`config.mk`:
```
export PLATFORM = sky130hd
export DESIGN_NAME = forwarding_classifier
export DESIGN_NICKNAME = d
export VERILOG_FILES = /design/src/fwd_class_pkg.sv /design/src/forwarding_classifier.sv /design/src/flow_hash.sv /design/src/port_select.sv
export SDC_FILE = /design/constraint.sdc
export NUM_CORES = 1
export LEC_CHECK = 0
export BUFFER_PORTS_ARGS = -buffer_cell sky130_fd_sc_hd__buf_2
export CAP_MARGIN = 0
export CELL_PAD_IN_SITES_DETAIL_PLACEMENT = 2
export CELL_PAD_IN_SITES_GLOBAL_PLACEMENT = 2
export CORE_MARGIN = 1
export CORE_UTILIZATION = 30
export DETAILED_ROUTE_END_ITERATION = 10
export GPL_TIMING_DRIVEN = 0
export PLACE_DENSITY = 0.74
export SETUP_SLACK_MARGIN = 0.15
export SLEW_MARGIN = 20
export SYNTH_ARGS = -nofsm -noshare
export SYNTH_HDL_FRONTEND = slang
export SYNTH_SLANG_ARGS = --single-unit
```
`constraint.sdc`:
```
create_clock -name clk_i -period 5.3 [get_ports clk_i]
set_input_delay 1.59 -clock clk_i [delete_from_list [all_inputs] [get_ports clk_i]]
set_output_delay 1.59 -clock clk_i [all_outputs]
set_load 0.005 [all_outputs]
```
`src/fwd_class_pkg.sv`:
```
// fwd_class_pkg: shared constants, types and register map of the forwarding classifier
// assumes a single switch core clock domain and an avalon-mm register slave
package fwd_class_pkg;

  localparam int NUM_PORTS    = 16;
  localparam int PORT_W       = 4;
  localparam int CODE_W       = 4;
  localparam int NUM_CODES    = 16;
  localparam int QUEUE_W      = 3;
  localparam int ADDR_W       = 8;

  // reserved authentication address 01-80-C2-00-00-03
  localparam logic [47:0] AUTH_DMAC = 48'h0180C2000003;

  // register word offsets (byte addresses)
  localparam logic [ADDR_W-1:0] OFS_REDIR_ENA  = 8'h00;
  localparam logic [ADDR_W-1:0] OFS_AUTH_QUEUE = 8'h04;
  localparam logic [ADDR_W-1:0] OFS_AGGR_CFG   = 8'h08;
  localparam logic [ADDR_W-1:0] OFS_STATUS     = 8'h0C;
  localparam logic [ADDR_W-1:0] OFS_PORT_CFG   = 8'h40;  // 16 words, one per port
  localparam logic [ADDR_W-1:0] OFS_AGGR_MASK  = 8'h80;  // 16 words, one per code

  // port_cfg field positions
  localparam int PC_LEARN = 0;
  localparam int PC_CPU   = 1;
  localparam int PC_DROP  = 2;
  localparam int PC_AUTO  = 3;

  // aggr_cfg field positions
  localparam int AG_SMAC   = 0;
  localparam int AG_DMAC   = 1;
  localparam int AG_SIPDIP = 2;
  localparam int AG_IP4L4  = 3;
  localparam int AG_IP6L4  = 4;
  localparam int AG_FLOW   = 5;

  // reset values
  localparam logic [15:0] REDIR_ENA_RST = 16'h0000;
  localparam logic [5:0]  AGGR_CFG_RST  = 6'h3F;
  localparam logic [3:0]  PORT_CFG_RST  = 4'h9;
  localparam logic [15:0] AGGR_MASK_RST = 16'hFFFF;

  localparam logic [31:0] UNMAPPED_READ = 32'h00000000;

  // frame header presented for one lookup
  typedef struct packed {
    logic [PORT_W-1:0] src_port;
    logic [47:0]       dmac;
    logic [47:0]       smac;
    logic              is_ip4;
    logic              is_ip6;
    logic              has_l4;
    logic [31:0]       sip;
    logic [31:0]       dip;
    logic [15:0]       sport;
    logic [15:0]       dport;
    logic [19:0]       flow_label;
  } frame_hdr_t;

  // table lookup answer from the mac table
  typedef struct packed {
    logic              smac_known;
    logic [NUM_PORTS-1:0] dest_mask;
    logic              dest_is_group;
  } lookup_res_t;

  // forwarding decision
  typedef struct packed {
    logic [NUM_PORTS-1:0] fwd_mask;
    logic                 to_host;
    logic                 learn_frame;
    logic [QUEUE_W-1:0]   host_queue;
    logic [CODE_W-1:0]    flow_hash_code;
  } fwd_decision_t;

  typedef enum logic [1:0] {
    ST_IDLE = 2'b00,
    ST_WAIT = 2'b01,
    ST_DONE = 2'b11
  } bus_state_t;

endpackage

```
`src/forwarding_classifier.sv`:
```
// forwarding_classifier: access control redirect, learn handling and group member select
// assumes one header per valid pulse and a mac table lookup answer in the same cycle
//
// Functional notes
// - reserved address 3 frames redirect to host
// - redirected frames use configured authentication queue
// - forward only from known source addresses on ports with learn and drop bits set
// - secure mode: unknown source becomes learn frame
// - no-learning: unknown source dropped, no copy
// - group destination goes to one member
// - four bit code chooses member port
// - code is deterministic over flow fields
// - code uses mac, ip, l4, flow label
// - groups of up to sixteen members
// - group count limited only by ports
// - sixteen code-indexed masks select the member
`timescale 1ns/100ps
module forwarding_classifier (
  input  wire logic                         clk_i,
  input  wire logic                         rst_i,
  // frame lookup
  input  wire logic                         hdr_valid_i,
  input  wire fwd_class_pkg::frame_hdr_t    hdr_i,
  input  wire fwd_class_pkg::lookup_res_t   lookup_i,
  output logic                              dec_valid_o,
  output fwd_class_pkg::fwd_decision_t      dec_o,
  // avalon-mm slave
  input  wire logic [7:0]                   avs_address_i,
  input  wire logic                         avs_read_i,
  input  wire logic                         avs_write_i,
  input  wire logic [31:0]                  avs_writedata_i,
  output logic [31:0]                       avs_readdata_o,
  output logic                              avs_waitrequest_o
);
  import fwd_class_pkg::*;

  // configuration state
  logic [NUM_PORTS-1:0] reserved_addr_redirect_enable_reg;
  logic [QUEUE_W-1:0]   auth_frame_queue_select_reg;
  logic [5:0]           aggr_cfg_reg;
  logic [3:0]           port_cfg_reg [NUM_PORTS];
  logic [15:0]          port_group_mask_table_reg [NUM_CODES];
  logic [15:0]          host_cnt_reg;
  logic [15:0]          drop_cnt_reg;

  // register bus state
  bus_state_t           bus_state_reg;
  logic                 wr_hit;
  logic [31:0]          rd_value;

  // combinational datapath
  logic [CODE_W-1:0]    code;
  logic [15:0]          member_mask;
  logic                 is_auth;
  logic                 redirect;
  logic [3:0]           pcfg;
  logic                 learn_on;
  logic                 learn_cpu;
  logic                 learn_drop;
  logic                 unknown_src;
  fwd_decision_t        dec_next;

  // bus handshake: one wait cycle, answer in state done
  always_ff @(posedge clk_i) begin
    if (rst_i) begin
      bus_state_reg <= ST_IDLE;
    end else begin
      case (bus_state_reg)
        ST_IDLE: begin
          if (avs_read_i || avs_write_i)
            bus_state_reg <= ST_WAIT;
        end
        ST_WAIT: bus_state_reg <= ST_DONE;
        ST_DONE: bus_state_reg <= ST_IDLE;
        default: bus_state_reg <= ST_IDLE;
      endcase
    end
  end

  // waitrequest low only in the done cycle
  always_ff @(posedge clk_i) begin
    if (rst_i)
      avs_waitrequest_o <= 1'b1;
    else
      avs_waitrequest_o <= !(bus_state_reg == ST_WAIT);
  end

  // write takes effect at the edge the master sees waitrequest low
  assign wr_hit = avs_write_i && (bus_state_reg == ST_DONE);

  // read mux
  always_comb begin
    rd_value = UNMAPPED_READ;
    if (avs_address_i == OFS_REDIR_ENA)
      rd_value = {16'h0000, reserved_addr_redirect_enable_reg};
    else if (avs_address_i == OFS_AUTH_QUEUE)
      rd_value = {29'h00000000, auth_frame_queue_select_reg};
    else if (avs_address_i == OFS_AGGR_CFG)
      rd_value = {26'h0000000, aggr_cfg_reg};
    else if (avs_address_i == OFS_STATUS)
      rd_value = {drop_cnt_reg, host_cnt_reg};
    else if (avs_address_i[7:6] == OFS_PORT_CFG[7:6] && avs_address_i[1:0] == 2'b00)
      rd_value = {28'h0000000, port_cfg_reg[avs_address_i[5:2]]};
    else if (avs_address_i[7:6] == OFS_AGGR_MASK[7:6] && avs_address_i[1:0] == 2'b00)
      rd_value = {16'h0000, port_group_mask_table_reg[avs_address_i[5:2]]};
  end

  // read data registered with the wait state, stable in done
  always_ff @(posedge clk_i) begin
    if (rst_i)
      avs_readdata_o <= 32'h00000000;
    else if (avs_read_i && bus_state_reg == ST_WAIT)
      avs_readdata_o <= rd_value;
  end

  // global configuration registers
  always_ff @(posedge clk_i) begin
    if (rst_i) begin
      reserved_addr_redirect_enable_reg <= REDIR_ENA_RST;
      auth_frame_queue_select_reg       <= '0;
      aggr_cfg_reg                      <= AGGR_CFG_RST;
    end else if (wr_hit) begin
      if (avs_address_i == OFS_REDIR_ENA)
        reserved_addr_redirect_enable_reg <= avs_writedata_i[15:0];
      if (avs_address_i == OFS_AUTH_QUEUE)
        auth_frame_queue_select_reg <= avs_writedata_i[QUEUE_W-1:0];
      if (avs_address_i == OFS_AGGR_CFG)
        aggr_cfg_reg <= avs_writedata_i[5:0];
    end
  end

  // per-port learn config and per-code aggregation masks
  genvar g;
  generate
    for (g = 0; g < NUM_PORTS; g++) begin : g_tab
      always_ff @(posedge clk_i) begin
        if (rst_i) begin
          port_cfg_reg[g]              <= PORT_CFG_RST;
          port_group_mask_table_reg[g] <= AGGR_MASK_RST;
        end else if (wr_hit && avs_address_i[5:2] == 4'(g) && avs_address_i[1:0] == 2'b00) begin
          if (avs_address_i[7:6] == OFS_PORT_CFG[7:6])
            port_cfg_reg[g] <= avs_writedata_i[3:0];
          if (avs_address_i[7:6] == OFS_AGGR_MASK[7:6])
            port_group_mask_table_reg[g] <= avs_writedata_i[15:0];
        end
      end
    end
  endgenerate

  // flow hash code from header fields
  flow_hash u_hash (
    .hdr_i  (hdr_i),
    .ena_i  (aggr_cfg_reg),
    .code_o (code)
  );

  // member selection by the code-indexed mask, up to 16 members
  port_select u_sel (
    .dest_mask_i (lookup_i.dest_mask),
    .is_group_i  (lookup_i.dest_is_group),
    .aggr_mask_i (port_group_mask_table_reg[code]),
    .out_mask_o  (member_mask)
  );

  // access control decision
  always_comb begin
    pcfg        = port_cfg_reg[hdr_i.src_port];
    learn_on    = pcfg[PC_LEARN];
    learn_cpu   = pcfg[PC_CPU];
    learn_drop  = pcfg[PC_DROP];
    is_auth     = (hdr_i.dmac == AUTH_DMAC);
    redirect    = is_auth && reserved_addr_redirect_enable_reg[hdr_i.src_port];
    unknown_src = learn_on && !lookup_i.smac_known;
    dec_next    = '0;
    dec_next.flow_hash_code = code;
    if (redirect) begin
      dec_next.to_host    = 1'b1;
      dec_next.host_queue = auth_frame_queue_select_reg;
    end else if (unknown_src && learn_drop) begin
      // withheld from other ports
      dec_next.fwd_mask    = '0;
      dec_next.to_host     = learn_cpu;
      dec_next.learn_frame = learn_cpu;
    end else begin
      dec_next.fwd_mask    = member_mask & ~(16'h0001 << hdr_i.src_port);
      dec_next.to_host     = unknown_src && learn_cpu;
      dec_next.learn_frame = unknown_src && learn_cpu;
    end
  end

  // registered decision output
  always_ff @(posedge clk_i) begin
    if (rst_i) begin
      dec_valid_o <= 1'b0;
      dec_o       <= '0;
    end else begin
      dec_valid_o <= hdr_valid_i;
      dec_o       <= hdr_valid_i ? dec_next : '0;
    end
  end

  // status counters: host-bound and discarded frames
  always_ff @(posedge clk_i) begin
    if (rst_i) begin
      host_cnt_reg <= '0;
      drop_cnt_reg <= '0;
    end else if (hdr_valid_i) begin
      if (dec_next.to_host)
        host_cnt_reg <= host_cnt_reg + 16'h0001;
      if (!dec_next.to_host && dec_next.fwd_mask == 16'h0000)
        drop_cnt_reg <= drop_cnt_reg + 16'h0001;
    end
  end
endmodule

```
`src/flow_hash.sv`:
```
// flow_hash: folds the enabled header fields into the 4-bit flow hash code
// assumes a registered header; pure combinational fold
`timescale 1ns/100ps
module flow_hash (
  input  wire fwd_class_pkg::frame_hdr_t hdr_i,
  input  wire logic [5:0]                ena_i,
  output logic [3:0]                     code_o
);
  import fwd_class_pkg::*;

  // disabled field contributes zero, flow fields only
  logic [191:0] fields;
  always_comb begin
    fields = '0;
    if (ena_i[AG_SMAC])
      fields[47:0] = hdr_i.smac;
    if (ena_i[AG_DMAC])
      fields[95:48] = hdr_i.dmac;
    if (ena_i[AG_SIPDIP] && hdr_i.is_ip4)
      fields[159:96] = {hdr_i.sip, hdr_i.dip};
    if (((ena_i[AG_IP4L4] && hdr_i.is_ip4) || (ena_i[AG_IP6L4] && hdr_i.is_ip6)) && hdr_i.has_l4)
      fields[191:160] = {hdr_i.sport, hdr_i.dport};
    if (ena_i[AG_FLOW] && hdr_i.is_ip6)
      fields[179:160] = fields[179:160] ^ hdr_i.flow_label;
  end

  // xor fold in nibbles
  always_comb begin
    code_o = '0;
    for (int i = 0; i < 48; i++) begin
      code_o = code_o ^ fields[i*4 +: 4];
    end
  end
endmodule

```
`src/port_select.sv`:
```
// port_select: narrows a group destination to a single member by aggregation mask
// assumes software keeps masks one-hot inside each group
`timescale 1ns/100ps
module port_select (
  input  wire logic [15:0] dest_mask_i,
  input  wire logic        is_group_i,
  input  wire logic [15:0] aggr_mask_i,
  output logic [15:0]      out_mask_o
);
  // apply the selected mask only for group destinations
  assign out_mask_o = is_group_i ? (dest_mask_i & aggr_mask_i) : dest_mask_i;
endmodule

```
After elaboration in Yosys (flattened, before gate mapping)
Memory sizes are Yosys's and may differ from the RTL's.
Index checks and enable logic that the tools add are counted.
- bits in registers: 118
- RAM bits: 320
- input port bits: 282
- output and inout bits: 59
- word-level logic and storage cells: 344
- memories kept: 2
- $add $sub $neg: 2
- order comparisons: 1
- equality and inequality tests: 24
- shifts and indexed selects: 1
- muxes and demuxes: 151
- bitwise gates (word level): 85
- reductions and logical operators: 64
- memory list (name ; depth ; bits a word ; read ports ; clocked after Yosys merged registers in ; wr ports ; line ; RTL):
    port_group_mask_table_reg ; 16 ; 16 ; 2 ; 0 ; 16 ; forwarding_classifier.sv:42 ; logic [15:0] port_group_mask_table_reg [NUM_CODES];
    port_cfg_reg ; 16 ; 4 ; 2 ; 0 ; 16 ; forwarding_classifier.sv:41 ; logic [3:0] port_cfg_reg [NUM_PORTS];
- operators with widths (cell ; number):
    16-bit two-way mux ; 20
    4-bit XOR ; 47
    32-bit two-way mux ; 5
    1-bit two-way mux ; 102
    48-bit two-way mux ; 2
    4-bit two-way mux ; 16
    64-bit two-way mux ; 1
    48-bit by 41-bit == test with 1-bit output (second input constant) ; 1
    1-bit logical AND ; 46
    16-bit by 1-bit adder with 16-bit output (second input constant) ; 2
    16-bit bitwise AND ; 2
    4-bit == test (second input constant) ; 8
    1-bit bitwise OR ; 32
    20-bit two-way mux ; 1
    20-bit XOR ; 1
    18-bit two-way mux ; 1
    4-bit by 3-bit == test with 1-bit output (second input constant) ; 4
    8-bit by 4-bit == test with 1-bit output (second input constant) ; 2
    16-bit logical NOT ; 1
    16-bit inverter ; 1
    1-bit by 4-bit << shifter with 16-bit output (first input constant) ; 1
    2-bit AND reduction ; 5
    4-bit by 2-bit == test with 1-bit output (second input constant) ; 2
    8-bit by 3-bit == test with 1-bit output (second input constant) ; 1
    other kinds (16) ; 24

Logic depth before layout (Yosys ltp)
Gate-level depths: netlist of the first run.
An unclocked memory read counts as a cell.
- depth after elaboration: 57
- gate-level depth with buffers: 18

Hierarchy
Synthesis of the first run repeated with hierarchy kept, for this count alone.
- cell total of the unflattened synthesis: 1991
- area, all modules: 24671.2 µm²
- by module, submodules not included (module ; times used ; cells an instance ; area an instance (µm²) ; seq. area each (µm²)):
    forwarding_classifier ; 1 ; 1737 ; 22430.3 ; 11971.5
    flow_hash ; 1 ; 221 ; 2011.9 ; 0.0
    port_select ; 1 ; 33 ; 229.0 ; 0.0

Worst setup path after synthesis of the first run
Ideal clock, no wire load.
- path kind: input to register
- start point: in hdr_i[179] in the netlist's numbering
- end point: reg drop_cnt_reg[6]
- setup time: 0.121 ns
- arrival: 5.297 ns
- setup slack: -0.119 ns
- cell stages on the path: 16
- cell sequence: xnor2_1 -> xnor3_1 -> xnor2_1 -> nand2_1 -> xor3_2 -> xnor3_1 -> buf_6 -> buf_6 -> mux4_2 -> o22ai_1 -> nor4_1 -> nor4_4 -> nand4_4 -> nor3_4 -> nand3_2 -> mux2_4
- cells in the longest elaborated chain, start to end: 43
- RTL lines (what ; line ; RTL):
    start: declaration ; forwarding_classifier.sv:23 ; input wire fwd_class_pkg::frame_hdr_t hdr_i,
    48-bit two-way mux ; flow_hash.sv:17 ; if (ena_i[AG_DMAC])
    4-bit XOR (33 in series) ; flow_hash.sv:31 ; code_o = code_o ^ fields[i*4 +: 4];
    memory read 16 x 16 bit ; -- ;
    16-bit bitwise AND ; port_select.sv:11 ; assign out_mask_o = is_group_i ? (dest_mask_i & aggr_mask_i) : dest_mask_i;
    16-bit two-way mux ; port_select.sv:11 ;
    16-bit bitwise AND ; forwarding_classifier.sv:185 ; dec_next.fwd_mask = member_mask & ~(16'h0001 << hdr_i.src_port);
    18-bit two-way mux ; forwarding_classifier.sv:179 ; end else if (unknown_src && learn_drop) begin
    16-bit two-way mux ; forwarding_classifier.sv:176 ; if (redirect) begin
    16-bit logical NOT ; forwarding_classifier.sv:210 ; if (!dec_next.to_host && dec_next.fwd_mask == 16'h0000)
    1-bit logical AND (*) ; forwarding_classifier.sv:210 ;
    2-bit AND reduction (no line) (*) ; -- ;
    end signal: assignment ; forwarding_classifier.sv:211 ; drop_cnt_reg <= drop_cnt_reg + 16'h0001;
    end: declaration ; forwarding_classifier.sv:44 ; logic [15:0] drop_cnt_reg;
Every way passes the cells marked *; elsewhere a longest branch is shown, timed or not.
A chain may end at the register's enable or synchronous reset.

Worst setup path in the final report of the first run
- start point: in hdr_i[104] in the netlist's numbering
- end point: reg drop_cnt_reg[15]
- cells in the longest elaborated chain, start to end: 21
- RTL lines (what ; line ; RTL):
    64-bit two-way mux ; flow_hash.sv:19 ; if (ena_i[AG_SIPDIP] && hdr_i.is_ip4)
    4-bit XOR (11 in series) ; flow_hash.sv:31 ;
    memory read 16 x 16 bit ; -- ;
    16-bit bitwise AND ; port_select.sv:11 ;
    16-bit two-way mux ; port_select.sv:11 ;
    16-bit bitwise AND ; forwarding_classifier.sv:185 ;
    18-bit two-way mux ; forwarding_classifier.sv:179 ;
    16-bit two-way mux ; forwarding_classifier.sv:176 ;
    16-bit logical NOT ; forwarding_classifier.sv:210 ;
    1-bit logical AND ; forwarding_classifier.sv:210 ;
    2-bit AND reduction (no line) ; -- ;
No other way between the ends.

==> results of run 1 <==
==> layer usage <==
layer  share of wire  up-vias  track usage
met5         0.00063        -            0
met4           0.047       10        0.125
met2            0.49     1262        0.483
met3           0.093      285       0.0633
li1                -     8508            -
met1            0.36    10649        0.320
==> Yosys cell counts (18+ instances only) <==
| library cell | n | area, um^2 |
|---|---|---|
| inv_1 | 22 | 82.6 |
| xor2_1 | 22 | 193 |
| or2_2 | 68 | 425 |
| or3_1 | 199 | 1240 |
| a22oi_1 | 19 | 143 |
| nand3_1 | 32 | 160 |
| and2_1 | 19 | 119 |
| nor3_1 | 34 | 170 |
| xnor2_1 | 157 | 1380 |
| edfxtp_1 | 320 | 9610 |
| nor2_1 | 123 | 462 |
| o21ai_0 | 20 | 100 |
| a21o_1 | 25 | 188 |
| xnor3_1 | 21 | 473 |
| clkbuf_1 | 131 | 492 |
| dfxtp_1 | 118 | 2360 |
| mux2i_1 | 139 | 1390 |
| mux4_2 | 132 | 2970 |
| nand2_1 | 162 | 608 |
| a21oi_1 | 70 | 350 |
| nor4_1 | 18 | 113 |
==> worst max-delay path, cell delays in order <==
cell      delay, ps
buf_6            90
xnor3_2         420
xnor3_1         260
xnor2_2         200
nor2_1          140
xor3_2          280
xnor3_1         270
buf_12          170
buf_8           210
buf_8           230
mux2i_1         410
a22oi_1         180
a21boi_1        270
nor4_2          110
nor2_2          210
nand4_4         120
buf_12          170
nor2_4          140
and3_4          200
mux2_4          300
==> worst max-delay path by stage <==
stage                     startpoint                          endpoint  depth (start not counted)
global route               hdr_i[68]                  drop_cnt_reg[14]                         20
CTS                       hdr_i[191]                  drop_cnt_reg[13]                         18
detailed placement        hdr_i[120]                  drop_cnt_reg[15]                         18
global placement    avs_address_i[3]  port_group_mask_table_reg[15][6]                          8
floorplan                  hdr_i[96]                   drop_cnt_reg[6]                         16
finish                    hdr_i[104]                  drop_cnt_reg[15]                         20
==> cells by family (layout without fill, tap and decap cells) <==
kind of cell,Yosys count,after routing,share of synthesized area
buffers and inverters,186,638,0.0305
flip-flops,438,438,0.485
multiplexers,279,279,0.181
AO/OA/AOI/OAI,207,207,0.0553
other,0,6,0
adder cells (fa/ha/maj),2,2,0.00101
AND/OR/NAND/NOR,746,746,0.161
XOR/XNOR,203,203,0.0855
==> power breakdown <==
part,switching (mW),internal (mW)
Sequential,0.0185,3.70
Clock,1.54,1.96
Combinational,5.22,3.50
Total,6.78,9.17
==> cell type report <==
type	count	area, um^2	share of cell area
Multi-Input combinational cell	1437	12800	0.415
Sequential cell	438	12000	0.389
Timing Repair Buffer	369	2110	0.0684
Tap cell	1060	1330	0.0431
Clock buffer	60	1280	0.0415
Buffer	164	920	0.0299
Clock inverter	23	303	0.00983
Inverter	22	86.3	0.00280
Antenna cell	6	15.0	0.000488
==> per-stage QoR <==
step	hold WS (ps)	power, mW	std cells
floorplan	412	7.42	2061
global placement	447	9.85	3441
detailed placement	453	9.97	3447
CTS	460	15.3	3558
global route	483	16.0	3575
finish	457	16.0	3579
==> repair_timing <==
item                                    CTS  global route
buffers inserted                         27            15
pin swaps                                27            28
gates cloned                              1             0
hold endpoints to repair                  0             0
endpoints found under the setup margin  707           200
resized for setup                       182            57
==> flow_metrics.tcl, run 1 <==
set metrics [dict create \
    synth_edf_count 320 \
    htreeDepth 2 \
    cts_num_sinks 438 \
    synth.distinct_cells 65 \
    tns_ps -1980 \
    synth_area_per_cell_um2 12.0 \
    drive_gt1_frac 0.320 \
    cts_hold_buf 0 \
    rrSetupSlack_ps 810 \
    syn_area_um2 24700 \
    final_cell_mix "edfxtp_1, buf_2, or3_1" \
    min-delay-start "avs_readdata_o[22]" \
    fp.dieW_um 289 \
    fin_area_um2 30800 \
    fmax_mhz 182 \
    pre_cts_ws_ps -2470 \
    fill_cells 8345 \
    ys_seq_area_frac 0.485 \
    ioPinCount 341 \
    fin_util 0.380 \
    num_vias 20714 \
    wire_per_inst_um 32.8 \
    cts_tree "built" \
    vias_per_cell 5.79 \
    leakagePower_nw 9.96 \
    vdd_drop_max_uv 394 \
    wl_um 117000 \
    r2r_end "drop_cnt_reg[15]" \
    grt_usage 0.276 \
    core-area_um2 80900 \
    die_h_um 289 \
    placed_cell_area_um2 27700 \
    clk_latency_ps 650 \
    grt_pass1_wl_um 163000 \
    path_class "in2reg" \
    power.density_nw_per_um2 518 \
    end_kind "register" \
    arrival_ps 6010 \
    antenna_found_initial 12 \
    synth-seq-cells 438 \
    overflow 0 \
    status "finished, violations left" \
    cts_buffers 48 \
    hold_violations 0 \
    port_buffers 320 \
    syn2layout_area_growth_pct 24.8 \
    slew_headroom 0.175 \
    drt_iter0_markers 2144 \
    start_util 0.305 \
    ys_warn_count 0 \
    clock_path_buffers 3 \
    whs_path_depth 2 \
    worst_slew_pin_slew_ps 1240 \
    rsz0062_at_grt "true" \
    slew_violations 0 \
    final_common_cell "edfxtp_1" \
    clk_pin_slew_worst_paths_ps 60 \
    syn_inst 2061 \
    synthFlopType "edfxtp_1" \
    syn_nets 2345 \
    holdPathEnd "avs_readdata_o[22]" \
    rr_worst_depth 18 \
    ant_nets 0 \
    clockRootBuffer "clkbuf_16" \
    cp_max_fo 10 \
    dieArea_um2 83400 \
    dpl.hpwl_um 86500 \
    async_reset_ff_frac 0 \
    holdCritPathClass "reg2reg" \
    violations "negative setup slack" \
    period_share 1.04 \
    nets 2764 \
    start_kind "primary input" \
    timing.rr.start "aggr_cfg_reg[3]" \
    first_pass_iters 5 \
    largest_reg_flops 256 \
    finalSetupViolCount 16 \
    fin_crit_ps 5490 \
    drv_cap 0 \
    fin_ws_ps -193 \
    grt_pass1_vias 22071 \
    gp_congestion 0.966 \
    drc 0 \
    grt_max_degree 17 \
    worstPathRequired_ps 5810 \
    finClkSkew_ps 39.2 \
    rows 104 \
]
(Power assumes the default switching activity.)
==> run 2: changes to the inputs <==
--- a/config.mk
+++ b/config.mk
@@ -10,10 +10,10 @@
 export CELL_PAD_IN_SITES_DETAIL_PLACEMENT = 2
 export CELL_PAD_IN_SITES_GLOBAL_PLACEMENT = 2
 export CORE_MARGIN = 1
-export CORE_UTILIZATION = 30
+export CORE_UTILIZATION = 35
 export DETAILED_ROUTE_END_ITERATION = 10
 export GPL_TIMING_DRIVEN = 0
-export PLACE_DENSITY = 0.74
+export PLACE_DENSITY = 0.83
 export SETUP_SLACK_MARGIN = 0.15
 export SLEW_MARGIN = 20
 export SYNTH_ARGS = -nofsm -noshare
==> run 2 against run 1 <==
Net effect:
- the flow still finishes with violations (negative setup slack)
- sequential share of layout area grew 0.33 points
- sequential cell count stayed put
- die area fell by 14%
- total power up 1.3%
- worst hold slack got worse by 8.6 ps
- critical path depth increased by 2
- design area down 0.85%
- maximum frequency shrank 2.0%
- non-clock buffer count grew 2
- count of clock-buffer cells in the layout grew 11
- final cell count fell by 3.4%
- critical endpoint is now drop_cnt_reg[2]
- largest power group unchanged
==> flow_metrics.tcl, run 2 (same netlist as run 1, synthesis figures left out) <==
set metrics [dict create \
    grt_max_degree 17 \
    wl_um 122000 \
    drive_gt1_frac 0.317 \
    timing.rr.start "aggr_cfg_reg[2]" \
    rsz0062_at_grt "true" \
    cp_cell_sequence "buf_6 -> xnor3_1 -> xnor3_1 -> xnor2_2 -> nor2_2 -> xor3_2 -> xnor3_1 -> buf_12 -> buf_12 -> buf_8 -> buf_8 -> mux2i_2 -> a22oi_1 -> a21oi_1 -> o22ai_1 -> nor2_2 -> nand4_4 -> buf_12 -> buf_4 -> nor3b_4 -> xnor2_1 -> nor2_1" \
    leakagePower_nw 9.94 \
    clk_latency_ps 640 \
    final_cell_mix "edfxtp_1, buf_2, or3_1" \
    fin_ws_ps -306 \
    path_depth 22 \
    fill_cells 6983 \
    holdCritPathClass "reg2reg" \
    dieArea_um2 71500 \
    core-area_um2 69200 \
    slew_headroom 0.200 \
    vias_per_cell 6.31 \
    num_vias 21802 \
    total_power_mw 16.2 \
    die_h_um 267 \
    slowest_delay_ps 460 \
    holdPathEnd "avs_readdata_o[25]" \
    grt_pass1_wl_um 169000 \
    share_comb_of_total_power 0.556 \
    switching_share 0.429 \
    end_kind "register" \
    first_pass_iters 5 \
    syn2layout_area_growth_pct 23.8 \
    p_int_mw 9.22 \
    multi_input_area_um2 12700 \
    cts_num_sinks 438 \
    finalSetupViolCount 16 \
    min-delay-start "avs_readdata_o[25]" \
    cts_buffers 47 \
    cts_hold_buf 0 \
    placed_cell_area_um2 27600 \
    path_buf_inv 7 \
    drv_cap 0 \
    wire_per_inst_um 35.3 \
    power.switching_mw 6.93 \
    largest_reg_flops 256 \
    fmax_mhz 178 \
    hold_violations 0 \
    r2r_end "drop_cnt_reg[2]" \
    clockRootBuffer "clkbuf_16" \
    antenna_found_initial 15 \
    rr_worst_depth 18 \
    drt_iter0_markers 2416 \
    gp_congestion 0.957 \
    grt_usage 0.333 \
    start_util 0.356 \
    fp.dieW_um 267 \
    fin_crit_ps 5610 \
    worstPathRequired_ps 5770 \
    drc 0 \
    cpMaxStageDelayCell "xor3_2" \
    power.density_nw_per_um2 529 \
    violations "negative setup slack" \
    grt_pass1_vias 23418 \
    pwr-share-clk 0.214 \
    ff_latch_area_um2 12000 \
    cts_tree "built" \
    overflow 0 \
    rows 96 \
    start_kind "primary input" \
    slew_violations 0 \
    htreeDepth 2 \
    vdd_drop_max_uv 403 \
    fin_area_um2 30500 \
    clk_pin_slew_worst_paths_ps 60 \
    cp_top_family "XOR/XNOR gates" \
    period_share 1.06 \
    worst_slew_pin_slew_ps 1200 \
    final_common_cell "edfxtp_1" \
    port_buffers 320 \
    dpl.hpwl_um 85500 \
    arrival_ps 6080 \
    nets 2765 \
    rrSetupSlack_ps 600 \
    pre_cts_ws_ps -2640 \
    ant_nets 0 \
    whs_path_depth 2 \
    path_class "in2reg" \
    finClkSkew_ps 34.8 \
    ioPinCount 341 \
    whs_ps 449 \
    status "finished, violations left" \
    cp_max_fo 10 \
    clock_path_buffers 3 \
    p_seq_frac 0.230 \
]
run 2: metrics by stage:
stage                     TNS, ps  instances  utilization
after floorplan             -38.9       2061            -
after global placement    -793420       3312        0.397
after detailed placement  -791480       3318        0.398
after CTS                   -18.6       3440        0.437
after global routing        -4270       3454        0.441
final                       -3690       3456        0.441
run 2: timing repair:
| item | CTS | global route |
|---|---|---|
| pin swaps | 36 | 26 |
| cloned | 2 | 0 |
| buffers inserted | 34 | 9 |
| gates resized for setup | 178 | 41 |
| endpoints found under the setup margin | 717 | 64 |
run 2: worst max path at each step:
| stage | startpoint | slack (ps) | endpoint |
|---|---|---|---|
| 4_1_cts | hdr_i[191] | -9 | drop_cnt_reg[6] |
| 3_5_place_dp | hdr_i[54] | -2640 | drop_cnt_reg[6] |
| 3_3_place_gp | hdr_i[54] | -2560 | drop_cnt_reg[15] |
| 2_1_floorplan | hdr_i[96] | -20 | drop_cnt_reg[6] |
| 5_1_grt | hdr_i[52] | -320 | drop_cnt_reg[2] |
| 6_report | hdr_i[96] | -310 | drop_cnt_reg[2] |
run 2: tightest hold or removal path, cell delays in order (launching register included):
cell     delay [ps]
dfxtp_1         300
nand2_1          50
a21oi_1          50
run 2: final cells by class:
cell class | instances | area share
Sequential cell | 438 | 0.392
Multi-Input combinational cell | 1437 | 0.416
Tap cell | 931 | 0.0382
Clock buffer | 71 | 0.0441
Timing Repair Buffer | 371 | 0.0719
Buffer | 164 | 0.0284
Antenna cell | 7 | 0.000574
Inverter | 22 | 0.00283
Clock inverter | 15 | 0.00598
run 2: layer usage:
metal / GRT usage / wire length, um
met1: 0.369 / 40800
met2: 0.563 / 58600
met3: 0.0848 / 13300
met4: 0.225 / 9050
met5: 0 / 117
run 2: power groups by stage:
stage	Clock (mW)	Combinational [mW]	Sequential, mW
5_1_grt	3.53	8.85	3.72
3_3_place_gp	0	5.96	3.79
2_1_floorplan	0	3.63	3.79
4_1_cts	3.41	8.17	3.72
6_report	3.45	8.98	3.72
3_5_place_dp	0	6.13	3.79
